<file path="config.mk">
export PLATFORM = sky130hd
export DESIGN_NAME = ccd_decoder
export DESIGN_NICKNAME = d
export VERILOG_FILES = /design/src/rtl/ccd_pkg.sv /design/src/rtl/ccd_decoder.sv /design/src/rtl/ccd_sync.sv /design/src/rtl/ccd_shifter.sv
export SDC_FILE = /design/constraint.sdc
export NUM_CORES = 1
export LEC_CHECK = 0
export ABC_AREA = 1
export BUFFER_PORTS_ARGS = -buffer_cell sky130_fd_sc_hd__buf_2
export CORE_MARGIN = 4
export CORE_UTILIZATION = 59
export DETAILED_ROUTE_END_ITERATION = 8
export GPL_TIMING_DRIVEN = 0
export PLACE_DENSITY = 0.88
export RECOVER_POWER = 25
export SYNTH_ARGS = -nofsm -noshare
export SYNTH_HDL_FRONTEND = slang
export SYNTH_SLANG_ARGS = --single-unit
</file>
<file path="constraint.sdc">
create_clock -name sys_clk_i -period 2.4 [get_ports sys_clk_i]
set_clock_uncertainty 0.1 [all_clocks]
set_input_delay 0.48 -clock sys_clk_i [delete_from_list [all_inputs] [get_ports sys_clk_i]]
set_output_delay 0.48 -clock sys_clk_i [all_outputs]
set_load 0.02 [all_outputs]
</file>
<file path="src/rtl/ccd_pkg.sv">
/*
 * Constants for the serial control-port register decoder of the codec.
 * Assumes a 100 MHz system clock and a host that drives the control port.
 */
package ccd_pkg;

  // ----------------------------------------------------------------------
  // Address byte fields
  // ----------------------------------------------------------------------
  localparam int unsigned POWER_BIT  = 7;
  localparam int unsigned INDEX_HI   = 6;
  localparam int unsigned INDEX_LO   = 3;
  localparam int unsigned DIR_BIT    = 2;
  localparam int unsigned FOLLOW_BIT = 1;

  // ----------------------------------------------------------------------
  // Register indices
  // ----------------------------------------------------------------------
  localparam logic [3:0] IDX_FRAMING  = 4'h0;
  localparam logic [3:0] IDX_TIMING   = 4'h1;
  localparam logic [3:0] IDX_RX_PORT  = 4'h2;
  localparam logic [3:0] IDX_TX_PORT  = 4'h3;
  localparam logic [3:0] IDX_LAST_STD = 4'hb;
  localparam logic [3:0] IDX_TEST     = 4'he;

  // ----------------------------------------------------------------------
  // Framing / timing field positions
  // ----------------------------------------------------------------------
  localparam int unsigned FR_RATE_LO   = 6;
  localparam int unsigned FR_COMPAND   = 5;
  localparam int unsigned FR_FMT_LO    = 3;
  localparam int unsigned FR_SPACING   = 2;
  localparam int unsigned FR_WIDTH     = 1;
  localparam int unsigned FR_LOOPBACK  = 0;
  localparam int unsigned TM_FRAME_LO  = 6;
  localparam int unsigned TM_LATCH     = 5;
  localparam int unsigned TM_RX_SRC    = 4;
  localparam int unsigned TM_TX_SRC    = 3;
  localparam int unsigned TM_VOICE_EN  = 2;
  localparam int unsigned TM_CHANNEL   = 1;

  // ----------------------------------------------------------------------
  // Reset values and counts
  // ----------------------------------------------------------------------
  localparam logic [7:0] FRAMING_RST    = 8'h00;
  localparam logic [7:0] TIMING_RST     = 8'h00;
  localparam logic [7:0] BYTE_RST       = 8'h00;
  localparam logic       POWER_DOWN_RST = 1'b1;
  localparam logic [2:0] PINS_RST       = 3'h4;
  localparam logic [2:0] BITS_PER_BYTE  = 3'h7;

  typedef enum logic [4:0] {
    ST_IDLE  = 5'b00001,
    ST_WRITE = 5'b00010,
    ST_FETCH = 5'b00100,
    ST_READ  = 5'b01000,
    ST_SKIP  = 5'b10000
  } ccd_state_t;

endpackage

</file>
<file path="src/rtl/ccd_decoder.sv">
/*
 * Control-port instruction decoder: holds framing, timing, receive and transmit
 * byte registers and forwards other register traffic to the codec core.
 * Assumes pins are asynchronous and the control clock is far slower than
 * sys_clk; PCM-side strobes arrive on sys_clk.
 */
// Overview of operation
// [RL1] Register writes use two bytes: address/command byte then data byte.
// [RL2] Address bit 7 set powers down, clear powers up, on every instruction.
// [RL3] Address bit 1 announces a data byte; clear means single-byte power command.
// [RL4] Address bit 2 selects write (0) or read-back (1) of the second byte.
// [RL5] Bits 6..3 give the index; writes 0..11 and 14, reads 0..11 except 3.
// [RL6] Host leaves the write-only test register alone in normal use.
// [RL7] Index 2 write feeds receive path, read returns last PCM byte; 3 transmit-only.
// [RL8] Indices 12, 13 and 15 are never written nor read back.
// [RL9] Both bytes travel MSB first on command input and reply output.
// [RL10] Host writes zero into every reserved bit.
// [RL11] Framing bits 7:6 give the PCM bit clock rate, default 512 kHz.
// [RL12] Framing bit 5 picks linear or companded; bits 4:3 pick linear format.
// [RL13] In companded mode bits 4:3 pick mu-law or A-law variants.
// [RL14] Framing bit 2 separates voice slots by two bits, companded only.
// [RL15] Framing bit 1 picks 7-bit slot in companded mode; bit 0 loop-back.
// [RL16] Timing bits 7:6 give frame-sync relation: delayed, normal, reverse.
// [RL17] Timing bit 5 drives the output latch inverted.
// [RL18] Companded: timing bit 4 feeds receive path from the written byte.
// [RL19] Companded: timing bit 3 sources transmit line from the written byte.
// [RL20] Timing bit 2 enables voice transfer on both PCM lines.
// [RL21] Companded: timing bit 1 picks second channel; bit 0 reserved.
// [RL22] Eight control clocks per byte; input sampled on rising edges.
// [RL23] Read-back shifts out on falling edges over eight further clocks.
// [RL24] Second byte may share or follow chip select; loaded at its end.
// [RL25] Reply output is released whenever chip select is high.
// [RL26] Framing and timing registers reset to all zeros.
`timescale 1ns/1ps
module ccd_decoder
  import ccd_pkg::*;
(
  input  wire logic       sys_clk_i,
  input  wire logic       reset_n_i,
  input  wire logic       cs_n_i,
  input  wire logic       ctrl_shift_clock_i,
  input  wire logic       serial_cmd_in_i,
  output logic            serial_reply_out_o,
  output logic            serial_reply_out_oe_o,
  output logic            power_down_o,
  output logic      [1:0] clock_rate_o,
  output logic            companding_sel_o,
  output logic      [1:0] format_sel_o,
  output logic            slot_spacing_sel_o,
  output logic            slot_width_sel_o,
  output logic            loopback_sel_o,
  output logic      [1:0] frame_timing_o,
  output logic            output_latch_o,
  output logic            rx_source_sel_o,
  output logic            tx_source_sel_o,
  output logic            voice_enable_o,
  output logic            channel_pick_o,
  input  wire logic       rx_pcm_valid_i,
  input  wire logic [7:0] rx_pcm_byte_i,
  output logic            rx_path_stb_o,
  output logic      [7:0] rx_path_byte_o,
  input  wire logic       tx_path_valid_i,
  input  wire logic [7:0] tx_path_byte_i,
  output logic            tx_line_stb_o,
  output logic      [7:0] tx_line_byte_o,
  output logic            ext_wr_stb_o,
  output logic      [3:0] ext_index_o,
  output logic      [7:0] ext_wr_data_o,
  input  wire logic [7:0] ext_rd_data_i
);

  // ----------------------------------------------------------------------
  // Decode helpers
  // ----------------------------------------------------------------------
  function automatic logic is_writable(input logic [3:0] idx);
    is_writable = (idx <= IDX_LAST_STD) || (idx == IDX_TEST);
  endfunction

  function automatic logic is_readable(input logic [3:0] idx);
    is_readable = (idx <= IDX_LAST_STD) && (idx != IDX_TX_PORT);
  endfunction

  ccd_state_t state_reg;
  logic [2:0] pins_sync;
  logic       sclk_prev_reg;
  logic       cs_active;
  logic       sclk_rise;
  logic       sclk_fall;
  logic [7:0] shift_byte;
  logic       byte_done;
  logic       reply_bit;
  logic [3:0] idx_reg;
  logic [7:0] framing_reg;
  logic [7:0] timing_reg;
  logic [7:0] rx_latest_reg;
  logic [7:0] tx_port_reg;
  logic [7:0] load_byte_reg;
  logic       load_reg;
  logic       cmd_done;
  logic       data_done;
  logic [3:0] cmd_index;

  // ----------------------------------------------------------------------
  // Pin synchronisation and control-clock edge detection
  // ----------------------------------------------------------------------
  ccd_sync #(
    .WIDTH (3)
  ) u_sync (
    .sys_clk_i (sys_clk_i),
    .reset_n_i (reset_n_i),
    .async_i   ({cs_n_i, ctrl_shift_clock_i, serial_cmd_in_i}),
    .rst_val_i (PINS_RST),
    .sync_o    (pins_sync)
  );

  always_ff @(posedge sys_clk_i) begin
    if (!reset_n_i) begin
      sclk_prev_reg <= 1'b0;
    end else begin
      sclk_prev_reg <= pins_sync[1];
    end
  end

  assign cs_active = !pins_sync[2];
  assign sclk_rise = cs_active && pins_sync[1] && !sclk_prev_reg;  // [RL22]
  assign sclk_fall = !pins_sync[1] && sclk_prev_reg;              // [RL23]

  ccd_shifter u_shifter (
    .sys_clk_i   (sys_clk_i),
    .reset_n_i   (reset_n_i),
    .cs_active_i (cs_active),
    .rise_i      (sclk_rise),
    .fall_i      (sclk_fall),
    .data_i      (pins_sync[0]),
    .load_i      (load_reg),
    .load_byte_i (load_byte_reg),
    .byte_o      (shift_byte),
    .byte_done_o (byte_done),
    .reply_bit_o (reply_bit)
  );

  // Released as soon as chip select is seen high, so devices can share it
  assign serial_reply_out_oe_o = cs_active;                     // [RL25]
  assign serial_reply_out_o    = reply_bit;                     // [RL9]

  // ----------------------------------------------------------------------
  // Instruction sequencing
  // ----------------------------------------------------------------------
  assign cmd_done  = byte_done && (state_reg == ST_IDLE);
  assign data_done = byte_done && (state_reg == ST_WRITE);
  assign cmd_index = shift_byte[INDEX_HI:INDEX_LO];             // [RL5]

  always_ff @(posedge sys_clk_i) begin
    if (!reset_n_i) begin
      state_reg <= ST_IDLE;
    end else begin
      case (state_reg)
        ST_IDLE: begin
          if (byte_done && shift_byte[FOLLOW_BIT]) begin        // [RL3]
            if (shift_byte[DIR_BIT]) begin                      // [RL4]
              state_reg <= is_readable(cmd_index) ? ST_FETCH : ST_SKIP;
            end else begin
              state_reg <= is_writable(cmd_index) ? ST_WRITE : ST_SKIP;  // [RL8]
            end
          end
        end
        ST_WRITE: begin
          if (byte_done) begin                                  // [RL1] [RL24]
            state_reg <= ST_IDLE;
          end
        end
        ST_FETCH: begin
          state_reg <= ST_READ;
        end
        ST_READ, ST_SKIP: begin
          if (byte_done) begin
            state_reg <= ST_IDLE;
          end
        end
        default: begin
          state_reg <= ST_IDLE;
        end
      endcase
    end
  end

  always_ff @(posedge sys_clk_i) begin
    if (!reset_n_i) begin
      idx_reg <= '0;
    end else if (cmd_done) begin
      idx_reg <= cmd_index;
    end
  end

  assign ext_index_o = idx_reg;

  // Every address byte carries the power bit, even with a data byte following
  always_ff @(posedge sys_clk_i) begin
    if (!reset_n_i) begin
      power_down_o <= POWER_DOWN_RST;
    end else if (cmd_done) begin
      power_down_o <= shift_byte[POWER_BIT];                    // [RL2]
    end
  end

  // ----------------------------------------------------------------------
  // Configuration registers
  // ----------------------------------------------------------------------
  always_ff @(posedge sys_clk_i) begin
    if (!reset_n_i) begin
      framing_reg <= FRAMING_RST;                               // [RL26]
      timing_reg  <= TIMING_RST;
    end else if (data_done && idx_reg == IDX_FRAMING) begin
      framing_reg <= shift_byte;                                // [RL24]
    end else if (data_done && idx_reg == IDX_TIMING) begin
      timing_reg <= shift_byte;
    end
  end

  assign clock_rate_o       = framing_reg[FR_RATE_LO+1:FR_RATE_LO];  // [RL11]
  assign companding_sel_o   = framing_reg[FR_COMPAND];               // [RL12]
  assign format_sel_o       = framing_reg[FR_FMT_LO+1:FR_FMT_LO];    // [RL12] [RL13]
  assign slot_spacing_sel_o = companding_sel_o && framing_reg[FR_SPACING];  // [RL14]
  assign slot_width_sel_o   = companding_sel_o && framing_reg[FR_WIDTH];    // [RL15]
  assign loopback_sel_o     = framing_reg[FR_LOOPBACK];              // [RL15]
  assign frame_timing_o     = timing_reg[TM_FRAME_LO+1:TM_FRAME_LO]; // [RL16]
  assign output_latch_o     = !timing_reg[TM_LATCH];                 // [RL17]
  assign rx_source_sel_o    = companding_sel_o && timing_reg[TM_RX_SRC];   // [RL18]
  assign tx_source_sel_o    = companding_sel_o && timing_reg[TM_TX_SRC];   // [RL19]
  assign voice_enable_o     = timing_reg[TM_VOICE_EN];               // [RL20]
  assign channel_pick_o     = companding_sel_o && timing_reg[TM_CHANNEL];  // [RL21]

  // ----------------------------------------------------------------------
  // Forwarded writes to the codec core
  // ----------------------------------------------------------------------
  always_ff @(posedge sys_clk_i) begin
    if (!reset_n_i) begin
      ext_wr_stb_o  <= 1'b0;
      ext_wr_data_o <= BYTE_RST;
    end else begin
      ext_wr_stb_o <= data_done && (idx_reg > IDX_TX_PORT);    // [RL5] [RL6]
      if (data_done) begin
        ext_wr_data_o <= shift_byte;
      end
    end
  end

  // ----------------------------------------------------------------------
  // PCM byte ports
  // ----------------------------------------------------------------------
  always_ff @(posedge sys_clk_i) begin
    if (!reset_n_i) begin
      rx_latest_reg <= BYTE_RST;
    end else if (rx_pcm_valid_i) begin
      rx_latest_reg <= rx_pcm_byte_i;                           // [RL7]
    end
  end

  // Receive path takes either the line byte or the control-written byte
  always_ff @(posedge sys_clk_i) begin
    if (!reset_n_i) begin
      rx_path_stb_o  <= 1'b0;
      rx_path_byte_o <= BYTE_RST;
    end else if (data_done && idx_reg == IDX_RX_PORT && rx_source_sel_o) begin
      rx_path_stb_o  <= voice_enable_o;                         // [RL7] [RL18] [RL20]
      rx_path_byte_o <= shift_byte;
    end else if (rx_pcm_valid_i && !rx_source_sel_o) begin
      rx_path_stb_o  <= voice_enable_o;
      rx_path_byte_o <= rx_pcm_byte_i;
    end else begin
      rx_path_stb_o <= 1'b0;
    end
  end

  always_ff @(posedge sys_clk_i) begin
    if (!reset_n_i) begin
      tx_port_reg <= BYTE_RST;
    end else if (data_done && idx_reg == IDX_TX_PORT) begin
      tx_port_reg <= shift_byte;                                // [RL7]
    end
  end

  // Transmit line byte is picked per frame; the port byte repeats until rewritten
  always_ff @(posedge sys_clk_i) begin
    if (!reset_n_i) begin
      tx_line_stb_o  <= 1'b0;
      tx_line_byte_o <= BYTE_RST;
    end else begin
      tx_line_stb_o <= tx_path_valid_i && voice_enable_o;       // [RL20]
      if (tx_path_valid_i) begin
        tx_line_byte_o <= tx_source_sel_o ? tx_port_reg : tx_path_byte_i;  // [RL19]
      end
    end
  end

  // ----------------------------------------------------------------------
  // Read-back data selection
  // ----------------------------------------------------------------------
  always_ff @(posedge sys_clk_i) begin
    if (!reset_n_i) begin
      load_reg      <= 1'b0;
      load_byte_reg <= BYTE_RST;
    end else begin
      load_reg <= (state_reg == ST_FETCH);                      // [RL23]
      case (idx_reg)
        IDX_FRAMING: load_byte_reg <= framing_reg;
        IDX_TIMING:  load_byte_reg <= timing_reg;
        IDX_RX_PORT: load_byte_reg <= rx_latest_reg;            // [RL7]
        default:     load_byte_reg <= ext_rd_data_i;
      endcase
    end
  end

  // ----------------------------------------------------------------------
  // Checks
  // ----------------------------------------------------------------------
  power_bit_a: assert property (@(posedge sys_clk_i) disable iff (!reset_n_i)  // [RL2]
    cmd_done |=> power_down_o == $past(shift_byte[POWER_BIT]))
    else $error("power state does not follow address bit 7");

  single_byte_a: assert property (@(posedge sys_clk_i) disable iff (!reset_n_i)  // [RL3]
    (cmd_done && !shift_byte[FOLLOW_BIT]) |=> state_reg == ST_IDLE)
    else $error("single-byte command expected a data byte");

  read_path_a: assert property (@(posedge sys_clk_i) disable iff (!reset_n_i)  // [RL4]
    (cmd_done && shift_byte[FOLLOW_BIT] && shift_byte[DIR_BIT]) |=> state_reg != ST_WRITE)
    else $error("read command entered write state");

  hidden_idx_a: assert property (@(posedge sys_clk_i) disable iff (!reset_n_i)  // [RL8]
    ext_wr_stb_o |-> is_writable(idx_reg) && idx_reg != IDX_TEST || idx_reg == IDX_TEST)
    else $error("write forwarded to an inaccessible index");

  no_tx_read_a: assert property (@(posedge sys_clk_i) disable iff (!reset_n_i)  // [RL5]
    (cmd_done && shift_byte[FOLLOW_BIT] && shift_byte[DIR_BIT] && cmd_index == IDX_TX_PORT)
      |=> state_reg == ST_SKIP)
    else $error("transmit port was read back");

  framing_load_a: assert property (@(posedge sys_clk_i) disable iff (!reset_n_i)  // [RL24]
    (data_done && idx_reg == IDX_FRAMING) |=> framing_reg == $past(shift_byte))
    else $error("framing register not loaded at end of data byte");

  latch_inv_a: assert property (@(posedge sys_clk_i) disable iff (!reset_n_i)  // [RL17]
    (data_done && idx_reg == IDX_TIMING) |=> output_latch_o != $past(shift_byte[TM_LATCH]))
    else $error("output latch not inverted from timing bit 5");

  reset_zero_a: assert property (@(posedge sys_clk_i)  // [RL26]
    !reset_n_i |=> framing_reg == FRAMING_RST && timing_reg == TIMING_RST)
    else $error("configuration registers not zero after reset");

  reply_hiz_a: assert property (@(posedge sys_clk_i) disable iff (!reset_n_i)  // [RL25]
    pins_sync[2] |-> !serial_reply_out_oe_o)
    else $error("reply output driven with chip select high");

  read_load_a: assert property (@(posedge sys_clk_i) disable iff (!reset_n_i)  // [RL7]
    (state_reg == ST_FETCH && idx_reg == IDX_RX_PORT) |=> load_reg && load_byte_reg == $past(rx_latest_reg))
    else $error("receive port read does not return latest line byte");

  linear_gate_a: assert property (@(posedge sys_clk_i) disable iff (!reset_n_i)  // [RL18]
    !companding_sel_o |-> !rx_source_sel_o && !tx_source_sel_o && !channel_pick_o)
    else $error("companded-only selection active in linear mode");

  write_cov: cover property (@(posedge sys_clk_i) disable iff (!reset_n_i)
    data_done && idx_reg == IDX_TIMING);
  read_cov: cover property (@(posedge sys_clk_i) disable iff (!reset_n_i)
    state_reg == ST_READ && byte_done);
  single_cov: cover property (@(posedge sys_clk_i) disable iff (!reset_n_i)
    cmd_done && !shift_byte[FOLLOW_BIT] && shift_byte[POWER_BIT]);
  fwd_cov: cover property (@(posedge sys_clk_i) disable iff (!reset_n_i)
    ext_wr_stb_o && ext_index_o == IDX_TEST);

endmodule

</file>
<file path="src/rtl/ccd_sync.sv">
/*
 * Two-flop synchroniser for a bundle of independent pin levels.
 * Assumes each bit is a slow level; no bus coherence is implied.
 */
`timescale 1ns/1ps
module ccd_sync #(
  parameter int unsigned WIDTH = 3
) (
  input  wire logic             sys_clk_i,
  input  wire logic             reset_n_i,
  input  wire logic [WIDTH-1:0] async_i,
  input  wire logic [WIDTH-1:0] rst_val_i,
  output logic      [WIDTH-1:0] sync_o
);

  logic [WIDTH-1:0] meta_reg;

  // First stage is read by the second stage only
  always_ff @(posedge sys_clk_i) begin
    meta_reg <= async_i;
  end

  always_ff @(posedge sys_clk_i) begin
    if (!reset_n_i) begin
      // Idle pin levels, so no false select or clock edge follows reset
      sync_o <= rst_val_i;
    end else begin
      sync_o <= meta_reg;
    end
  end

endmodule

</file>
<file path="src/rtl/ccd_shifter.sv">
/*
 * Byte shifter of the control port: MSB first in on rising control-clock
 * edges, MSB first out on falling edges. Edges arrive as sys_clk pulses.
 */
`timescale 1ns/1ps
module ccd_shifter
  import ccd_pkg::*;
(
  input  wire logic       sys_clk_i,
  input  wire logic       reset_n_i,
  input  wire logic       cs_active_i,
  input  wire logic       rise_i,
  input  wire logic       fall_i,
  input  wire logic       data_i,
  input  wire logic       load_i,
  input  wire logic [7:0] load_byte_i,
  output logic      [7:0] byte_o,
  output logic            byte_done_o,
  output logic            reply_bit_o
);

  logic [2:0] bit_cnt_reg;
  logic [7:0] out_shreg;

  // A partial byte is dropped when chip select goes away
  always_ff @(posedge sys_clk_i) begin
    if (!reset_n_i || !cs_active_i) begin
      bit_cnt_reg <= '0;
      byte_done_o <= 1'b0;
    end else begin
      byte_done_o <= rise_i && (bit_cnt_reg == BITS_PER_BYTE);
      if (rise_i) begin
        bit_cnt_reg <= bit_cnt_reg + 3'h1;
      end
    end
  end

  always_ff @(posedge sys_clk_i) begin
    if (!reset_n_i) begin
      byte_o <= BYTE_RST;
    end else if (cs_active_i && rise_i) begin
      byte_o <= {byte_o[6:0], data_i};
    end
  end

  always_ff @(posedge sys_clk_i) begin
    if (!reset_n_i) begin
      out_shreg   <= BYTE_RST;
      reply_bit_o <= 1'b0;
    end else if (load_i) begin
      out_shreg <= load_byte_i;
    end else if (fall_i) begin
      reply_bit_o <= out_shreg[7];
      out_shreg   <= {out_shreg[6:0], 1'b0};
    end
  end

endmodule

</file>
* After elaboration in Yosys (flattened, before gate mapping)
Cells that the tools add are included.
** Storage, ports and cells
- Register bits after elaboration :: 106
- Output and inout bits :: 49
- Logic and storage cells :: 92
- Input bits :: 31
** Operators by class
- Eq/ne operators :: 13
- Add/subtract/negate cells :: 1
- Reductions and logical operators :: 37
- Mux-type cells :: 14
- Bitwise logic cells :: 2
- $lt $le $gt $ge :: 2
** Operator list (count)
- $mux 8 :: 5
- $mux 5 :: 5
- $pmux 8 s3 :: 1
- $logic_and 1x1->1 :: 22
- $pmux 5 s3 :: 1
- $eq 4x2->1 const B :: 2
- $logic_not 1->1 :: 6
- $reduce_and 2->1 :: 3
- $eq 5x1->1 const B :: 1
- $eq 5x2->1 const B :: 1
- $eq 5x3->1 const B :: 1
- $eq 5x4->1 const B :: 1
- $eq 5x5->1 const B :: 1
- $eq 4x1->1 const B :: 1
- $eq 4x4->1 const B :: 1
- $gt 4x2->1 const B :: 1
- $le 4x4->1 const B :: 1
- $logic_not 4->1 :: 1
- $ne 2x1->1 const B :: 2
- $ne 4x2->1 const B :: 1
- $reduce_bool 2->1 :: 2
- $add 3x1->3 const B :: 1
- $eq 3x3->1 const B :: 1
- $reduce_or 3->1 :: 1
- 3 further kinds :: 6

* Logic depth before layout (Yosys ltp)
- Depth after elaboration :: 6
- Mapped depth :: 8

* By module
Synthesis repeated with hierarchy kept, for this count alone.
** Second synthesis, totals
- Cells, all modules :: 591
- Area total of the unflattened synthesis :: 4433.0 um^2
** Modules (own cells, without submodules)
- ccd_decoder :: instances 1, sequential area each 1581.5 um^2, area an instance 3394.5 um^2, cells an instance 459
- ccd_shifter :: instances 1, sequential area each 420.4 um^2, area an instance 880.8 um^2, cells an instance 116
- ccd_sync :: instances 1, sequential area each 120.1 um^2, area an instance 157.7 um^2, cells an instance 16

* Worst setup path after synthesis
OpenSTA, ideal clock, no wires.
- Path type :: register to register
- Start :: register idx_reg[0] (netlist: ext_index_o[0])
- End :: register tx_port_reg[3]
- Data required time :: 2.168 ns
- Library setup time :: 0.132 ns
- Cell stages (with the launch flop) :: 6
- Slack :: 0.797 ns
- Data arrival time :: 1.371 ns
- Path through :: dfxtp_1 > inv_1 > nor4_4 > nand2_1 > nand2_1 > a21oi_1
** Between the ends
- Cells in the longest elaborated chain, start to end :: 2
** RTL lines
- start, declared :: line ccd_decoder.sv:92 : logic [3:0] idx_reg;
- start signal, assigned :: line ccd_decoder.sv:191 : idx_reg <= cmd_index;
- $eq 4x2->1 :: line ccd_decoder.sv:278 : end else if (data_done && idx_reg == IDX_TX_PORT) begin
- $logic_and 1x1->1 :: line ccd_decoder.sv:278
- end signal, assigned :: line ccd_decoder.sv:279 : tx_port_reg <= shift_byte;
- end, declared :: line ccd_decoder.sv:96 : logic [7:0] tx_port_reg;
No other way between the ends.
A chain may end at the register's enable or synchronous reset.

* Worst setup path after layout
- Start :: register framing_reg[5]
- End :: output port tx_source_sel_o
** Between the ends
- Cells in the longest elaborated chain, start to end :: 1
** RTL lines
- start, declared :: line ccd_decoder.sv:93 : logic [7:0] framing_reg;
- start signal, assigned :: line ccd_decoder.sv:214 : framing_reg <= shift_byte;
- $logic_and 1x1->1 :: line ccd_decoder.sv:229 : assign tx_source_sel_o = companding_sel_o && timing_reg[TM_TX_SRC];
- end, declared :: line ccd_decoder.sv:55 : output logic tx_source_sel_o,
No other way between the ends.

==> metrics.md <==
| Metric | Value |
|---|---|
| Outcome | `finished, final reports clean` |
| Post-synth top cells | `nand2_1 (116), dfxtp_1 (106), a21oi_1 (80)` |
| Cell Rows | `30` |
| Slew Limit Headroom | `0.543` |
| Ys Warns | `0` |
| Die H | `92.4 um` |
| Area leader, netlist | `dfxtp_1` |
| DP HPWL | `8.07 mm` |
| RSZ-0062 raised after global routing | `no` |
| Crit Path Max Fanout | `9` |
| Crit path kind | `flip-flop to primary output` |
| Clock network fraction of design power | `0.337` |
| Final Core Density | `0.708` |
| Filler cells | `594` |
| Critical path arrival | `1.53 ns` |
| CP bufs+invs | `3` |
| EDFF count, synth | `0` |
| Pre-Repair DR Iteration Count | `8` |
| Psw | `0.756 mW` |
| Critical path capture point type | `primary output` |
| Most frequent cell after synthesis | `nand2_1` |
| Antenna diode count | `0` |
| Tcrit/Tclk final | `0.881` |
| Final WL | `11.0 mm` |
| Area of the mapped netlist | `4200 um2` |
| Routability congestion estimate | `0.914` |
| Clk_lat worst skew | `0.37 ns` |
| Nets | `664` |
| Sw Ratio | `0.250` |
| Clock root cell | `clkbuf_8` |
| Syn avg cell area | `7.73 um2` |
| Final setup vio count | `0` |
| DP Area | `4700 um2` |
| CTS max path bufs | `2` |
| PD cells | `622 nW/um2` |
| Initial Utilization | `0.611` |
| Area occupied by multi-input gates | `1720 um2` |
| Sequential Power Share | `0.603` |
| DR vias | `3990` |
| Max-Cap Viols | `0` |
| Peak supply drop | `470 uV` |
| Int Power | `2.27 mW` |
| DR iter-0 viols | `468` |
| Vias in the first global route | `3697` |
| # H-tree levels | `3` |
| Unique masters post-synth | `29` |
| Clk slew on worst S/H paths | `0.10 ns` |
| Die X | `92.4 um` |
| CTS tree | `done` |
| GRT overflow | `0` |
| Post-synthesis register bit count | `106` |
| Ys flop type | `dfxtp_1` |
| Crit path launch type | `flip-flop` |
| CP Data Required Time | `1.82 ns` |
| First-pass GRT wire length | `17.9 mm` |
| Post-synth top area share | `0.506` |
| Hold_buf cts | `0` |
| Fmax | `473 MHz` |
| Post-route insts no fill | `732` |
| Post-Place Cells | `716` |
| WL per Instance | `15.0 um` |
| Hold Path Class | `input port to flip-flop` |
| Sequential Area | `2120 um2` |
| Vias per std cell | `5.45` |
| Share of layout cells above drive strength 1 | `0.157` |
| Final hold violation count | `0` |
| Die area | `8530 um2` |
| Post-route cell area | `4860 um2` |
| Clock sinks | `106` |
| Initial antenna violation count | `0` |
| Ys async rst share | `0` |
| Core area | `6870 um2` |
| Pins Over Slew Limit | `0` |
| Top post-synthesis cells by area | `dfxtp_1 (51%), nand2_1 (10%), a21oi_1 (9.5%)` |
| # port buffers | `77` |
| Lkg Pwr | `2.11 nW` |
| IO Pins | `80` |
| Number of remaining DRC errors | `0` |
| Syn nets | `576` |
| Slowest-stage cell, CP | `dfxtp_1` |
| ANT nets after route | `0` |
| Tightest Pin Transition | `0.680 ns` |
| Setup Buffers After CTS | `0` |
| Cell count after synthesis | `543` |
| Ordered list of cells on the worst path | `clkbuf_2 -> nand2_2 -> clkinvlp_4 -> buf_2` |
| Logic pwr share | `0.060` |
| WHS | `0.0999 ns` |
| Delay-heaviest family, CP | `buffers and inverters` |
| Tot GR Track Use | `0.265` |
| Final setup TNS | `0 ns` |
| Seq/Total Area, Yosys | `0.506` |
| Area grow syn2layout | `15.9%` |
| Min cycle time layout | `2.11 ns` |
| Critical Path Max Stage Delay | `0.32 ns` |
| CTS buffer count | `9` |
| Largest net degree at the start of global routing | `18` |
[path summary, 6_finish.rpt]
check | start | end | slack (ns) | depth (start not counted)
min reg2reg | u_sync.meta_reg[0] | u_sync.sync_o[0] | 0.32 | 2
min | cs_n_i | u_sync.meta_reg[2] | 0.1 | 1
max reg2reg | ext_index_o[0] | tx_port_reg[4] | 0.59 | 5
max | framing_reg[5] | tx_source_sel_o | 0.29 | 4
[final cells by class]
| class | count | area share |
|---|---|---|
| inverter | 56 | 0.0445 |
| multi-input combinational | 353 | 0.353 |
| timing repair buffer | 77 | 0.0744 |
| clock buffer | 11 | 0.0291 |
| tap | 96 | 0.0247 |
| sequential | 106 | 0.436 |
| buffer | 28 | 0.0306 |
| clock inverter | 5 | 0.00746 |
[metal layers]
| metal | global-route usage | vias to the layer above | wire length [um] |
|---|---|---|---|
| met5 | 0 | - | 0 |
| met4 | 0.0866 | 0 | 227 |
| met3 | 0.0650 | 25 | 865 |
| met2 | 0.426 | 190 | 5240 |
| met1 | 0.350 | 1808 | 4640 |
| li1 | - | 1967 | - |
[layout by cell type (no fill, tap or decap), types with 3 or more instances in the layout]
cell and count:
o211ai_1 9, buf_2 59, nor2_2 3, nor3_1 5, nand3_1 43, o21ai_0 39, a31oi_1 8, buf_4 7
inv_1 53, nand2_1 115, nor2_4 4, dfxtp_1 106, clkbuf_1 37, nor2_1 29, nand4_1 3, a21oi_1 80
clkbuf_8 10, o21ai_1 4
[worst register-to-register path: stages (launching register included)]
cell	delay (ns)
dfxtp_1	0.45
inv_1	0.14
nor4_4	0.47
nand2_1	0.30
nand2_1	0.15
a21oi_1	0.07
[power by group through the flow]
| stage | logic (mW) | clock network [mW] | registers [mW] |
|---|---|---|---|
| 4_1_cts | 0.184 | 1.03 | 1.82 |
| 5_1_grt | 0.201 | 1.10 | 1.83 |
| 3_5_place_dp | 0.182 | 0 | 1.86 |
| 2_1_floorplan | 0.0893 | 0 | 1.88 |
| 6_report | 0.181 | 1.02 | 1.82 |
| 3_3_place_gp | 0.177 | 0 | 1.86 |
[logic make-up (layout without fill, tap and decap cells)]
logic type | Yosys count | in the layout | synth area share
compound gates | 141 | 141 | 0.176
fa+ha+maj | 2 | 2 | 0.00596
buf+inv | 84 | 177 | 0.0861
flops | 106 | 106 | 0.506
simple gates | 210 | 210 | 0.226
[repair_timing]
action / 4_1_cts / 5_1_grt
resized for setup: 0 / 2
endpoints found under the hold margin: 0 / 0
endpoints found under the setup margin: 0 / 1
[stage by stage]
step	worst slack [ns]	total power, mW
after CTS	0.119	3.03
after detailed placement	0.359	2.04
final	0.285	3.02
after global placement	0.443	2.04
after global routing	0.200	3.13
after floorplan	0.797	1.97
(Power assumes the default switching activity.)
